`config.mk`:
```
export PLATFORM = sky130hd
export DESIGN_NAME = sicr_regs
export DESIGN_NICKNAME = d
export VERILOG_FILES = /design/src/hdl/sicr_pkg.sv /design/src/hdl/sicr_regs.sv /design/src/hdl/sicr_thr_decode.sv
export VERILOG_INCLUDE_DIRS = /design/src /design/src/hdl
export SDC_FILE = /design/constraint.sdc
export NUM_CORES = 1
export LEC_CHECK = 0
export BUFFER_PORTS_ARGS = -buffer_cell sky130_fd_sc_hd__buf_2
export CORE_AREA = 2 2 226 228
export CTS_CLUSTER_SIZE = 25
export DETAILED_ROUTE_END_ITERATION = 7
export DIE_AREA = 0 0 228 230
export PLACE_DENSITY_LB_ADDON = 0.12
export SKIP_CTS_REPAIR_TIMING = 1
export SLEW_MARGIN = 20
export SYNTH_ARGS = -nofsm -noshare
export SYNTH_HDL_FRONTEND = slang
export SYNTH_HIERARCHICAL = 1
export SYNTH_SLANG_ARGS = --single-unit
```
`constraint.sdc`:
```
create_clock -name i_clk -period 8.67 [get_ports i_clk]
set_clock_uncertainty 0.15 [all_clocks]
set_input_delay 0.867 -clock i_clk [delete_from_list [all_inputs] [get_ports i_clk]]
set_output_delay 0.867 -clock i_clk [all_outputs]
set_load 0.01 [all_outputs]
```
`src/hdl/sicr_map.svh`:
```
// register map, field layout, reset values and encodings of the config bank
//
// Function
// - 24-bit read/write pulse select at index 0x20, bit n is input n, resets 0
// - select bit 0 keeps cleaning-pulse current off that input
// - select bit 1 drives cleaning-pulse current while pulse operation runs
// - threshold register at index 0x21 resets 0; bits 31:12 read zero
// - threshold codes 0..3 select 2 V, 2.7 V, 3 V, 4 V
// - bits 11:10 inputs 20-23, 9:8 inputs 16-19, 7:6 inputs 12-15
// - bits 5:4 govern inputs 8-11, bits 3:2 govern inputs 4-7
// - bits 1:0 govern inputs 0-3 with the same encoding
// - pulse current per six-input group: bit 0 is 10 mA, bit 1 is 15 mA
`ifndef SICR_MAP_SVH
`define SICR_MAP_SVH

// ****************************************************************
// register indices; byte address is four times the index
// ****************************************************************
`define SICR_IDX_PULSE_SEL 8'h20
`define SICR_IDX_THRESHOLD 8'h21
`define SICR_IDX_STATUS    8'h30

// ****************************************************************
// widths and reset values
// ****************************************************************
`define SICR_NUM_INPUTS    24
`define SICR_SEL_W         24
`define SICR_THR_W         12
`define SICR_THR_GRP       4
`define SICR_CUR_GRP       6
`define SICR_CUR_GRPS      4
`define SICR_SEL_RST       24'h000000
`define SICR_THR_RST       12'h000

// ****************************************************************
// threshold levels in millivolts, current levels in milliamperes
// ****************************************************************
`define SICR_MV_CODE0      12'h7d0
`define SICR_MV_CODE1      12'ha8c
`define SICR_MV_CODE2      12'hbb8
`define SICR_MV_CODE3      12'hfa0
`define SICR_MA_LOW        4'ha
`define SICR_MA_HIGH       4'hf
`define SICR_MA_OFF        4'h0

`endif

```
`src/hdl/sicr_pkg.sv`:
```
// types and shared decoding for the switch input config bank
`include "sicr_map.svh"
package sicr_pkg;

  typedef logic [11:0] sicr_mv_t;

  typedef struct packed {
    logic        psel;
    logic        penable;
    logic        pwrite;
    logic [11:0] paddr;
    logic [31:0] pwdata;
    logic [3:0]  pstrb;
  } sicr_apb_req_t;

  typedef struct packed {
    logic        pready;
    logic        pslverr;
    logic [31:0] prdata;
  } sicr_apb_rsp_t;

  // threshold code to level in millivolts
  function automatic sicr_mv_t code_to_mv(input logic [1:0] code);
    sicr_mv_t mv;
    mv = `SICR_MV_CODE0;
    unique case (code)
      2'h0: mv = `SICR_MV_CODE0;
      2'h1: mv = `SICR_MV_CODE1;
      2'h2: mv = `SICR_MV_CODE2;
      2'h3: mv = `SICR_MV_CODE3;
    endcase
    return mv;
  endfunction

endpackage

```
`src/hdl/sicr_regs.sv`:
```
// apb register bank steering cleaning-pulse current and thresholds
//
// Added by the designer: register access over APB.
`timescale 1ns/1ps
`include "sicr_map.svh"
module sicr_regs #(
  parameter int N_IN   = `SICR_NUM_INPUTS,
  parameter int ADDR_W = 12
) (
  input  wire logic                   i_clk,          // system clock
  input  wire logic                   i_sys_rst,      // async reset, high
  input  wire sicr_pkg::sicr_apb_req_t i_apb,         // apb request
  output sicr_pkg::sicr_apb_rsp_t     o_apb,          // apb response
  input  wire logic                   i_pulse_active, // pulse phase running
  input  wire logic [`SICR_CUR_GRPS-1:0] i_cur_level, // group level bits
  output logic [`SICR_SEL_W-1:0]      o_pulse_sel,    // select register
  output logic [`SICR_THR_W-1:0]      o_thr_field,    // threshold register
  output logic [N_IN-1:0]             o_pulse_on,     // current enable
  output logic [N_IN-1:0][3:0]        o_pulse_ma,     // current level, mA
  output logic [N_IN-1:0][1:0]        o_thr_code,     // threshold code
  output sicr_pkg::sicr_mv_t [N_IN-1:0] o_thr_mv      // threshold, mV
);

  // ****************************************************************
  // local types and helpers
  // ****************************************************************
  typedef enum {
    SICR_SEL_NONE,
    SICR_SEL_PULSE,
    SICR_SEL_THR,
    SICR_SEL_STAT
  } sicr_reg_sel_t;

  // byte address of a register index
  function automatic logic [ADDR_W-1:0] idx_addr(input logic [7:0] idx);
    logic [ADDR_W-1:0] a;
    a = '0;
    a[9:2] = idx;
    return a;
  endfunction

  // byte-lane merge of a write into a stored word
  function automatic logic [31:0] merge_lanes(
    input logic [31:0] old_val,
    input logic [31:0] new_val,
    input logic [3:0]  strb
  );
    logic [31:0] res;
    res = old_val;
    for (int b = 0; b < 4; b++)
    begin
      if (strb[b])
      begin
        res[8*b +: 8] = new_val[8*b +: 8];
      end
    end
    return res;
  endfunction

  // decode an address to a register
  function automatic sicr_reg_sel_t decode(input logic [ADDR_W-1:0] a);
    sicr_reg_sel_t s;
    s = SICR_SEL_NONE;
    if (a == idx_addr(`SICR_IDX_PULSE_SEL))
    begin
      s = SICR_SEL_PULSE;
    end
    else if (a == idx_addr(`SICR_IDX_THRESHOLD))
    begin
      s = SICR_SEL_THR;
    end
    else if (a == idx_addr(`SICR_IDX_STATUS))
    begin
      s = SICR_SEL_STAT;
    end
    return s;
  endfunction

  // ****************************************************************
  // bus phase tracking
  // ****************************************************************
  sicr_reg_sel_t            req_sel;
  logic                     setup_phase;
  logic                     wr_commit;
  logic [31:0]              next_pulse_word;
  logic [31:0]              next_thr_word;
  logic [31:0]              read_word;
  logic [ADDR_W-1:0]        req_addr;

  assign req_addr    = i_apb.paddr[ADDR_W-1:0];
  assign req_sel     = decode(req_addr);
  assign setup_phase = i_apb.psel & ~i_apb.penable;

  // the write lands only at the edge that sees pready high
  assign wr_commit = i_apb.psel & i_apb.penable & o_apb.pready
                     & i_apb.pwrite;

  // ****************************************************************
  // write data shaping
  // ****************************************************************
  always_comb
  begin
    next_pulse_word = merge_lanes({8'h00, o_pulse_sel},
                                  i_apb.pwdata, i_apb.pstrb);
    next_thr_word   = merge_lanes({20'h00000, o_thr_field},
                                  i_apb.pwdata, i_apb.pstrb);
  end

  // ****************************************************************
  // pulse select register
  // ****************************************************************
  always_ff @(posedge i_clk or posedge i_sys_rst)
  begin
    if (i_sys_rst)
    begin
      o_pulse_sel <= `SICR_SEL_RST;
    end
    else if (wr_commit && req_sel == SICR_SEL_PULSE)
    begin
      // bits above 23 have no storage
      o_pulse_sel <= next_pulse_word[`SICR_SEL_W-1:0];
    end
  end

  // ****************************************************************
  // threshold register
  // ****************************************************************
  always_ff @(posedge i_clk or posedge i_sys_rst)
  begin
    if (i_sys_rst)
    begin
      o_thr_field <= `SICR_THR_RST;
    end
    else if (wr_commit && req_sel == SICR_SEL_THR)
    begin
      // reserved bits 31:12 are dropped here
      o_thr_field <= next_thr_word[`SICR_THR_W-1:0];
    end
  end

  // ****************************************************************
  // read mux
  // ****************************************************************
  always_comb
  begin
    read_word = 32'h00000000;
    unique case (req_sel)
      SICR_SEL_PULSE:
      begin
        read_word = {8'h00, o_pulse_sel};
      end
      SICR_SEL_THR:
      begin
        read_word = {20'h00000, o_thr_field};
      end
      SICR_SEL_STAT:
      begin
        read_word = {8'h00, o_pulse_on};
      end
      SICR_SEL_NONE:
      begin
        read_word = 32'h00000000;
      end
    endcase
  end

  // ****************************************************************
  // apb response: one wait-free access phase
  // ****************************************************************
  always_ff @(posedge i_clk or posedge i_sys_rst)
  begin
    if (i_sys_rst)
    begin
      o_apb.pready <= 1'b0;
    end
    else
    begin
      // ready rises in the access cycle, falls after completion
      o_apb.pready <= setup_phase;
    end
  end

  always_ff @(posedge i_clk or posedge i_sys_rst)
  begin
    if (i_sys_rst)
    begin
      o_apb.pslverr <= 1'b0;
    end
    else if (setup_phase)
    begin
      // unmapped address, or a write to the read-only status word
      o_apb.pslverr <= (req_sel == SICR_SEL_NONE)
                       | (i_apb.pwrite & (req_sel == SICR_SEL_STAT));
    end
    else
    begin
      o_apb.pslverr <= 1'b0;
    end
  end

  always_ff @(posedge i_clk or posedge i_sys_rst)
  begin
    if (i_sys_rst)
    begin
      o_apb.prdata <= 32'h00000000;
    end
    else if (setup_phase && !i_apb.pwrite)
    begin
      o_apb.prdata <= read_word;
    end
    else
    begin
      o_apb.prdata <= 32'h00000000;
    end
  end

  // ****************************************************************
  // cleaning-pulse current per input
  // ****************************************************************
  always_ff @(posedge i_clk or posedge i_sys_rst)
  begin
    if (i_sys_rst)
    begin
      o_pulse_on <= '0;
    end
    else
    begin
      // off when deselected, on only while pulses run
      o_pulse_on <= o_pulse_sel & {N_IN{i_pulse_active}};
    end
  end

  always_ff @(posedge i_clk or posedge i_sys_rst)
  begin
    if (i_sys_rst)
    begin
      o_pulse_ma <= '0;
    end
    else
    begin
      for (int i = 0; i < N_IN; i++)
      begin
        if (!(o_pulse_sel[i] && i_pulse_active))
        begin
          o_pulse_ma[i] <= `SICR_MA_OFF;
        end
        else if (i_cur_level[i/`SICR_CUR_GRP])
        begin
          o_pulse_ma[i] <= `SICR_MA_HIGH;
        end
        else
        begin
          o_pulse_ma[i] <= `SICR_MA_LOW;
        end
      end
    end
  end

  // ****************************************************************
  // threshold expansion
  // ****************************************************************
  sicr_thr_decode #(
    .N_IN        (N_IN)
  ) u_thr_decode (
    .i_clk       (i_clk),
    .i_sys_rst   (i_sys_rst),
    .i_thr_field (o_thr_field),
    .o_thr_code  (o_thr_code),
    .o_thr_mv    (o_thr_mv)
  );

endmodule

```
`src/hdl/sicr_thr_decode.sv`:
```
// expands the threshold register into per-input codes and levels
`timescale 1ns/1ps
`include "sicr_map.svh"
module sicr_thr_decode #(
  parameter int N_IN = `SICR_NUM_INPUTS
) (
  input  wire logic                   i_clk,       // system clock
  input  wire logic                   i_sys_rst,   // async reset, high
  input  wire logic [`SICR_THR_W-1:0] i_thr_field, // threshold register
  output logic [N_IN-1:0][1:0]        o_thr_code,  // code per input
  output sicr_pkg::sicr_mv_t [N_IN-1:0] o_thr_mv   // level per input
);

  // ****************************************************************
  // per-input decode, each group of four shares one field
  // ****************************************************************
  always_ff @(posedge i_clk or posedge i_sys_rst)
  begin
    if (i_sys_rst)
    begin
      o_thr_code <= '0;
      o_thr_mv   <= {N_IN{`SICR_MV_CODE0}};
    end
    else
    begin
      for (int i = 0; i < N_IN; i++)
      begin
        // field index is input / 4
        o_thr_code[i] <= i_thr_field[2*(i/`SICR_THR_GRP) +: 2];
        o_thr_mv[i]   <= sicr_pkg::code_to_mv(
                           i_thr_field[2*(i/`SICR_THR_GRP) +: 2]);
      end
    end
  end

endmodule
```
Word-level counts from Yosys, hierarchy flattened
Cells that the tools add are included.
Widths: inputs -> output; s select.
Word-level totals
  register bits after elaboration: 274
  input bits: 58
Operators by class
  equality and inequality tests: 27
  muxes and demuxes: 40
  bitwise logic cells: 8
  reductions and logical operators: 41
Operators by type and width (count)
  $pmux 12 s4: 6
  $pmux 32 s4: 1
  $eq 32x2->1 const B: 3
  $mux 4: 24
  $eq 32x3->1 const B: 2
  $logic_not 32->1: 2
  $eq 12x8->1 const B: 3
  $eq 32x1->1 const B: 1
  $mux 32: 1
  $logic_and 1x1->1: 27
  $and 24x24->24: 1
  $eq 2x2->1 const B: 12
  $eq 2x1->1 const B: 6
  $logic_not 2->1: 6
  $mux 3: 4
  $reduce_and 2->1: 5
  $mux 2: 3
  $and 1x1->1: 5
  $logic_not 1->1: 1
  $mux 1: 1
  $not 1->1: 1
  $or 1x1->1: 1

Depth between registers and ports, before layout
  word-level depth: 8
  mapped depth: 5
  gate-level depth less buffers: 4

Modules after synthesis
The synthesis kept the hierarchy.
Modules (own cells, without submodules)
  sicr_regs: times used 1, cells an instance 374, area an instance 4655.7 sq um, sequential area each 2752.6 sq um
  sicr_thr_decode: times used 1, cells an instance 411, area an instance 4185.3 sq um, sequential area each 1531.5 sq um

Worst setup path after synthesis
Ideal clock, no wire load.
  path kind: input to register
  from: input port i_apb[40] (netlist bit)
  to: register o_thr_field[10]
  arrival time: 2492 ps
  path slack: 5903 ps
  cell stages on the path: 5
  path through: or4b_4 > nor4_4 > and3_1 > buf_2 > mux2_2
On the way
  longest elaborated chain between the ends: 7
  elaborated cells between the ends (all ways): 9
RTL lines
  start, declared: line sicr_regs.sv:12  | input wire sicr_pkg::sicr_apb_req_t i_apb,
  $eq 12x8->1: line sicr_regs.sv:72  | else if (a == idx_addr(`SICR_IDX_STATUS))
  $mux 2: line sicr_regs.sv:72
  $mux 2: line sicr_regs.sv:68  | else if (a == idx_addr(`SICR_IDX_THRESHOLD))
  $mux 2 (*): line sicr_regs.sv:64  | if (a == idx_addr(`SICR_IDX_PULSE_SEL))
  $eq 32x3->1 (*): line sicr_regs.sv:134  | else if (wr_commit && req_sel == SICR_SEL_THR)
  $logic_and 1x1->1 (*): line sicr_regs.sv:134
  $reduce_and 2->1 (no source line) (*)
  end signal, assigned: line sicr_regs.sv:132  | o_thr_field <= `SICR_THR_RST;
  end signal, assigned: line sicr_regs.sv:137  | o_thr_field <= next_thr_word[`SICR_THR_W-1:0];
  end, declared: line sicr_regs.sv:17  | output logic [`SICR_THR_W-1:0] o_thr_field,
Mark *: on every way between the ends. The rest lies on a longest branch, timed or not.
A chain may end at the register's enable or synchronous reset.

Final worst setup path
  from: input port i_apb[40] (netlist bit)
  to: register o_apb[18] (netlist bit)
On the way
  longest elaborated chain between the ends: 7
  elaborated cells between the ends (all ways): 12
RTL lines
  $eq 12x8->1: line sicr_regs.sv:72
  $mux 2: line sicr_regs.sv:72
  $mux 2: line sicr_regs.sv:68
  $mux 2 (*): line sicr_regs.sv:64
  $eq 32x2->1, or another cell as far along: line sicr_regs.sv:147  | unique case (req_sel)
  $pmux 32 s4 (*): line sicr_regs.sv:147
  $mux 32 (*): line sicr_regs.sv:207  | else if (setup_phase && !i_apb.pwrite)
  end, declared: line sicr_regs.sv:13  | output sicr_pkg::sicr_apb_rsp_t o_apb,
Mark *: on every way between the ends. The rest lies on a longest branch, timed or not. The select of a mux whose other input is x is not followed.

==> reports/results.ini <==
[floorplanning]
num_rows=82
start_util_pct=17.73
dieArea_sq_mm=0.05244
die_h_microns=230
core_area_sq_mm=0.04986
dieWidth_microns=228
boundaryPins=584

[placed_design]
port_buffers=470
gp_congestion=0.7018
hpwl_microns=20640
dp_slack_ps=5208

[yosys]
synth_cell_type_count=31
synth.area.top_cells=dfrtp_1 41%, buf_4 30%, dfstp_2 7.1%
yosysTopAreaCellShare_pct=41.32
syn_area_per_cell_sq_um=11.26
post-synth-top-area-cell=dfrtp_1
yosys_most_used_dff=dfrtp_1
synthArstFlopShare_pct=100.0
synth_cells=785
synth_edf_count=0
yosys_warnings=6
synth-seq-cells=170
syn_area_sq_mm=0.008841
yosysSeqAreaShare_pct=48.46

[sta]
layout_min_cycle_time_ps=2906
rsz0062_at_grt=false
finalSetupTns_ps=0
worst_slew_pin_slew_ps=1028
slew_headroom_pct=31.18
max_freq_mhz=344.2
min_period_over_period_pct=33.51
setup_violations=0
setup_slack_ps=5764
final_hold_viol_count=0
drv_slew=0

[power]
power_per_cell_area_mw_per_mm2=159.6
ir_drop_uv=123.8
leakagePower_nw=6.061

[clocking]
cts_buffer_depth=2
cts_tree=built
cts_root_buffer=clkbuf_16
cts_buffers=17
cts.sink_count=170
htreeDepth=4
clock_latency_ps=480
clkTransAtPathRegs_ps=70

[grt]
gr-total-overflow=0
grt_max_degree=59
grt_pass1_vias=5232
antenna_found_initial=0
grt.total_usage_pct=10.35
grt_pass1_wl_microns=38260

[cells_and_area]
multi_input_comb_area_sq_mm=0.002100
areaGrowthSynthToFinish_pct=16.66
drive_above_1_share_pct=56.40
antennaDiodeCount=0
fillers=5455
nets=1098
regArea_sq_mm=0.004284
fin_util_pct=20.68

[routing]
wl_met3_microns=1888
top_layer=met4
wl_microns=27420
avgRoutedWirePerCell_microns=16.18
vias=5450
post-route-drc-count=0
ant_nets=0
drt_iter0_markers=156
wl_met2_microns=13400
dr.pass1.iters=4
met1Wirelength_microns=11700
avgViaCountPerCell=3.215

[setup_path]
end_kind=flop
critPathLaunchType=primary input
crit_required_ps=8940
worstSetupPathType=primary input to flop
crit_arrival_ps=3170
crit_fanout=12

[flow_run]
cap_violations=0

[status]
status=finished, final reports clean

[min_path]
hp-class=primary input to asynchronous set/reset pin

placed cells by master, fill, tap and decap left out:
| cell type | n |
|---|---|
| nor2_2 | 1 |
| inv_2 | 1 |
| clkinvlp_4 | 6 |
| inv_6 | 4 |
| ha_1 | 30 |
| and2_1 | 25 |
| buf_2 | 470 |
| a21oi_1 | 11 |
| and3_1 | 25 |
| a22o_1 | 12 |
| dfrtp_1 | 146 |
| nor2b_1 | 2 |
| dfstp_2 | 24 |
| nand2b_1 | 2 |
| nor4_2 | 1 |
| nor3b_1 | 1 |
| o21ba_1 | 2 |
| conb_1 | 104 |
| clkbuf_16 | 17 |
| o21ai_0 | 23 |
| nor2_1 | 4 |
| inv_1 | 31 |
| clkinv_2 | 1 |
| or3_1 | 2 |
| clkbuf_1 | 2 |
| clkinv_4 | 1 |
| or4b_4 | 2 |
| nor4_4 | 2 |
| a221oi_1 | 1 |
| bufinv_16 | 2 |
| nand3_2 | 4 |
| nor2b_2 | 1 |
| buf_4 | 4 |
| nand2_1 | 12 |
| or2_1 | 10 |
| mux2_2 | 36 |
| nand4_1 | 1 |
layer usage:
layer,global-route usage [%],vias to the layer above
met1,12.84,2659
met5,0,-
met3,3.733,21
met4,3.738,0
met2,16.52,286
li1,-,2484
registers in the layout, summed over array words and instances (netlist names):
register / cells
o_apb: 26
o_pulse_ma: 29
o_pulse_on: 19
o_pulse_sel: 24
o_thr_field: 12
u_thr_decode/o_thr_code: 12
u_thr_decode/o_thr_mv: 48
cell type report:
type	instances	share of cell area [%]
tap	672	8.152
inverter	33	1.250
timing repair buffer	474	23.10
clock inverter	13	1.407
clock buffer	19	4.198
multi-input combinational	314	20.36
sequential	170	41.54
worst paths after layout:
| path | to | depth (start not counted) | from | slack, ps |
|---|---|---|---|---|
| worst max-delay path | o_apb[18]$_DFF_PP0_ | 5 | i_apb[40] | 5760 |
| worst min-delay path | u_thr_decode/o_thr_code[38]$_DFF_PP0_ | 2 | i_sys_rst | 290 |
| worst max register to register | o_pulse_sel[5]$_DFFE_PP0P_ | 4 | o_apb[33]$_DFF_PP0_ | 6720 |
| worst min register to register | u_thr_decode/o_thr_code[23]$_DFF_PP0_ | 0 | o_thr_field[5]$_DFFE_PP0P_ | 370 |
| max in group asynchronous | o_pulse_sel[18]$_DFFE_PP0P_ | 3 | i_sys_rst | 6790 |
| min in group i_clk | u_thr_decode/o_thr_code[23]$_DFF_PP0_ | 0 | o_thr_field[5]$_DFFE_PP0P_ | 370 |
power by group:
part           internal, mW  switching (mW)  total, mW
combinational        0.0111          0.0558     0.0669
clock                 0.425           0.359      0.785
sequential            0.794        0.000461      0.794
total                  1.23           0.416       1.65
cell families after synthesis:
kind of cell / after synthesis / share of synthesized area (%)
buf+inv: 402 / 32.28
flops: 170 / 48.46
simple gates: 95 / 6.864
compound gates: 49 / 3.439
mux: 36 / 4.585
fa+ha+maj: 30 / 4.246
other cells: 3 / 0.1274
synth_stat cells (2+ instances only):
cell,number
buf_4,357
dfrtp_1,146
mux2_2,36
inv_1,33
ha_1,30
and2_1,25
and3_1,25
dfstp_2,24
o21ai_0,23
a22o_1,12
nand2_1,12
a21oi_1,11
or2_1,10
clkbuf_1,8
nand3_2,4
nor2_1,4
buf_2,3
conb_1,3
nor2b_1,3
nand2b_1,2
o21ba_1,2
or3_1,2
or4b_4,2
critical path, stage by stage:
cell and delay, ps:
buf_2 100, or4b_4 600, or4b_4 740, nor2_2 600, a22o_1 260
stage by stage:
stage / cells / hold slack [ps] / total power, mW / cell area (sq um)
after floorplan: 886 / 356.4 / 0.8823 / 9220
after global placement: 1663 / 374.1 / 0.8788 / 9736
after detailed placement: 1663 / 381.6 / 0.8789 / 9736
after CTS: 1695 / 250.0 / 1.696 / 10310
after global routing: 1695 / 302.2 / 1.733 / 10310
final: 1695 / 290.1 / 1.646 / 10310
No activity file was read; power rests on OpenSTA's default activity.
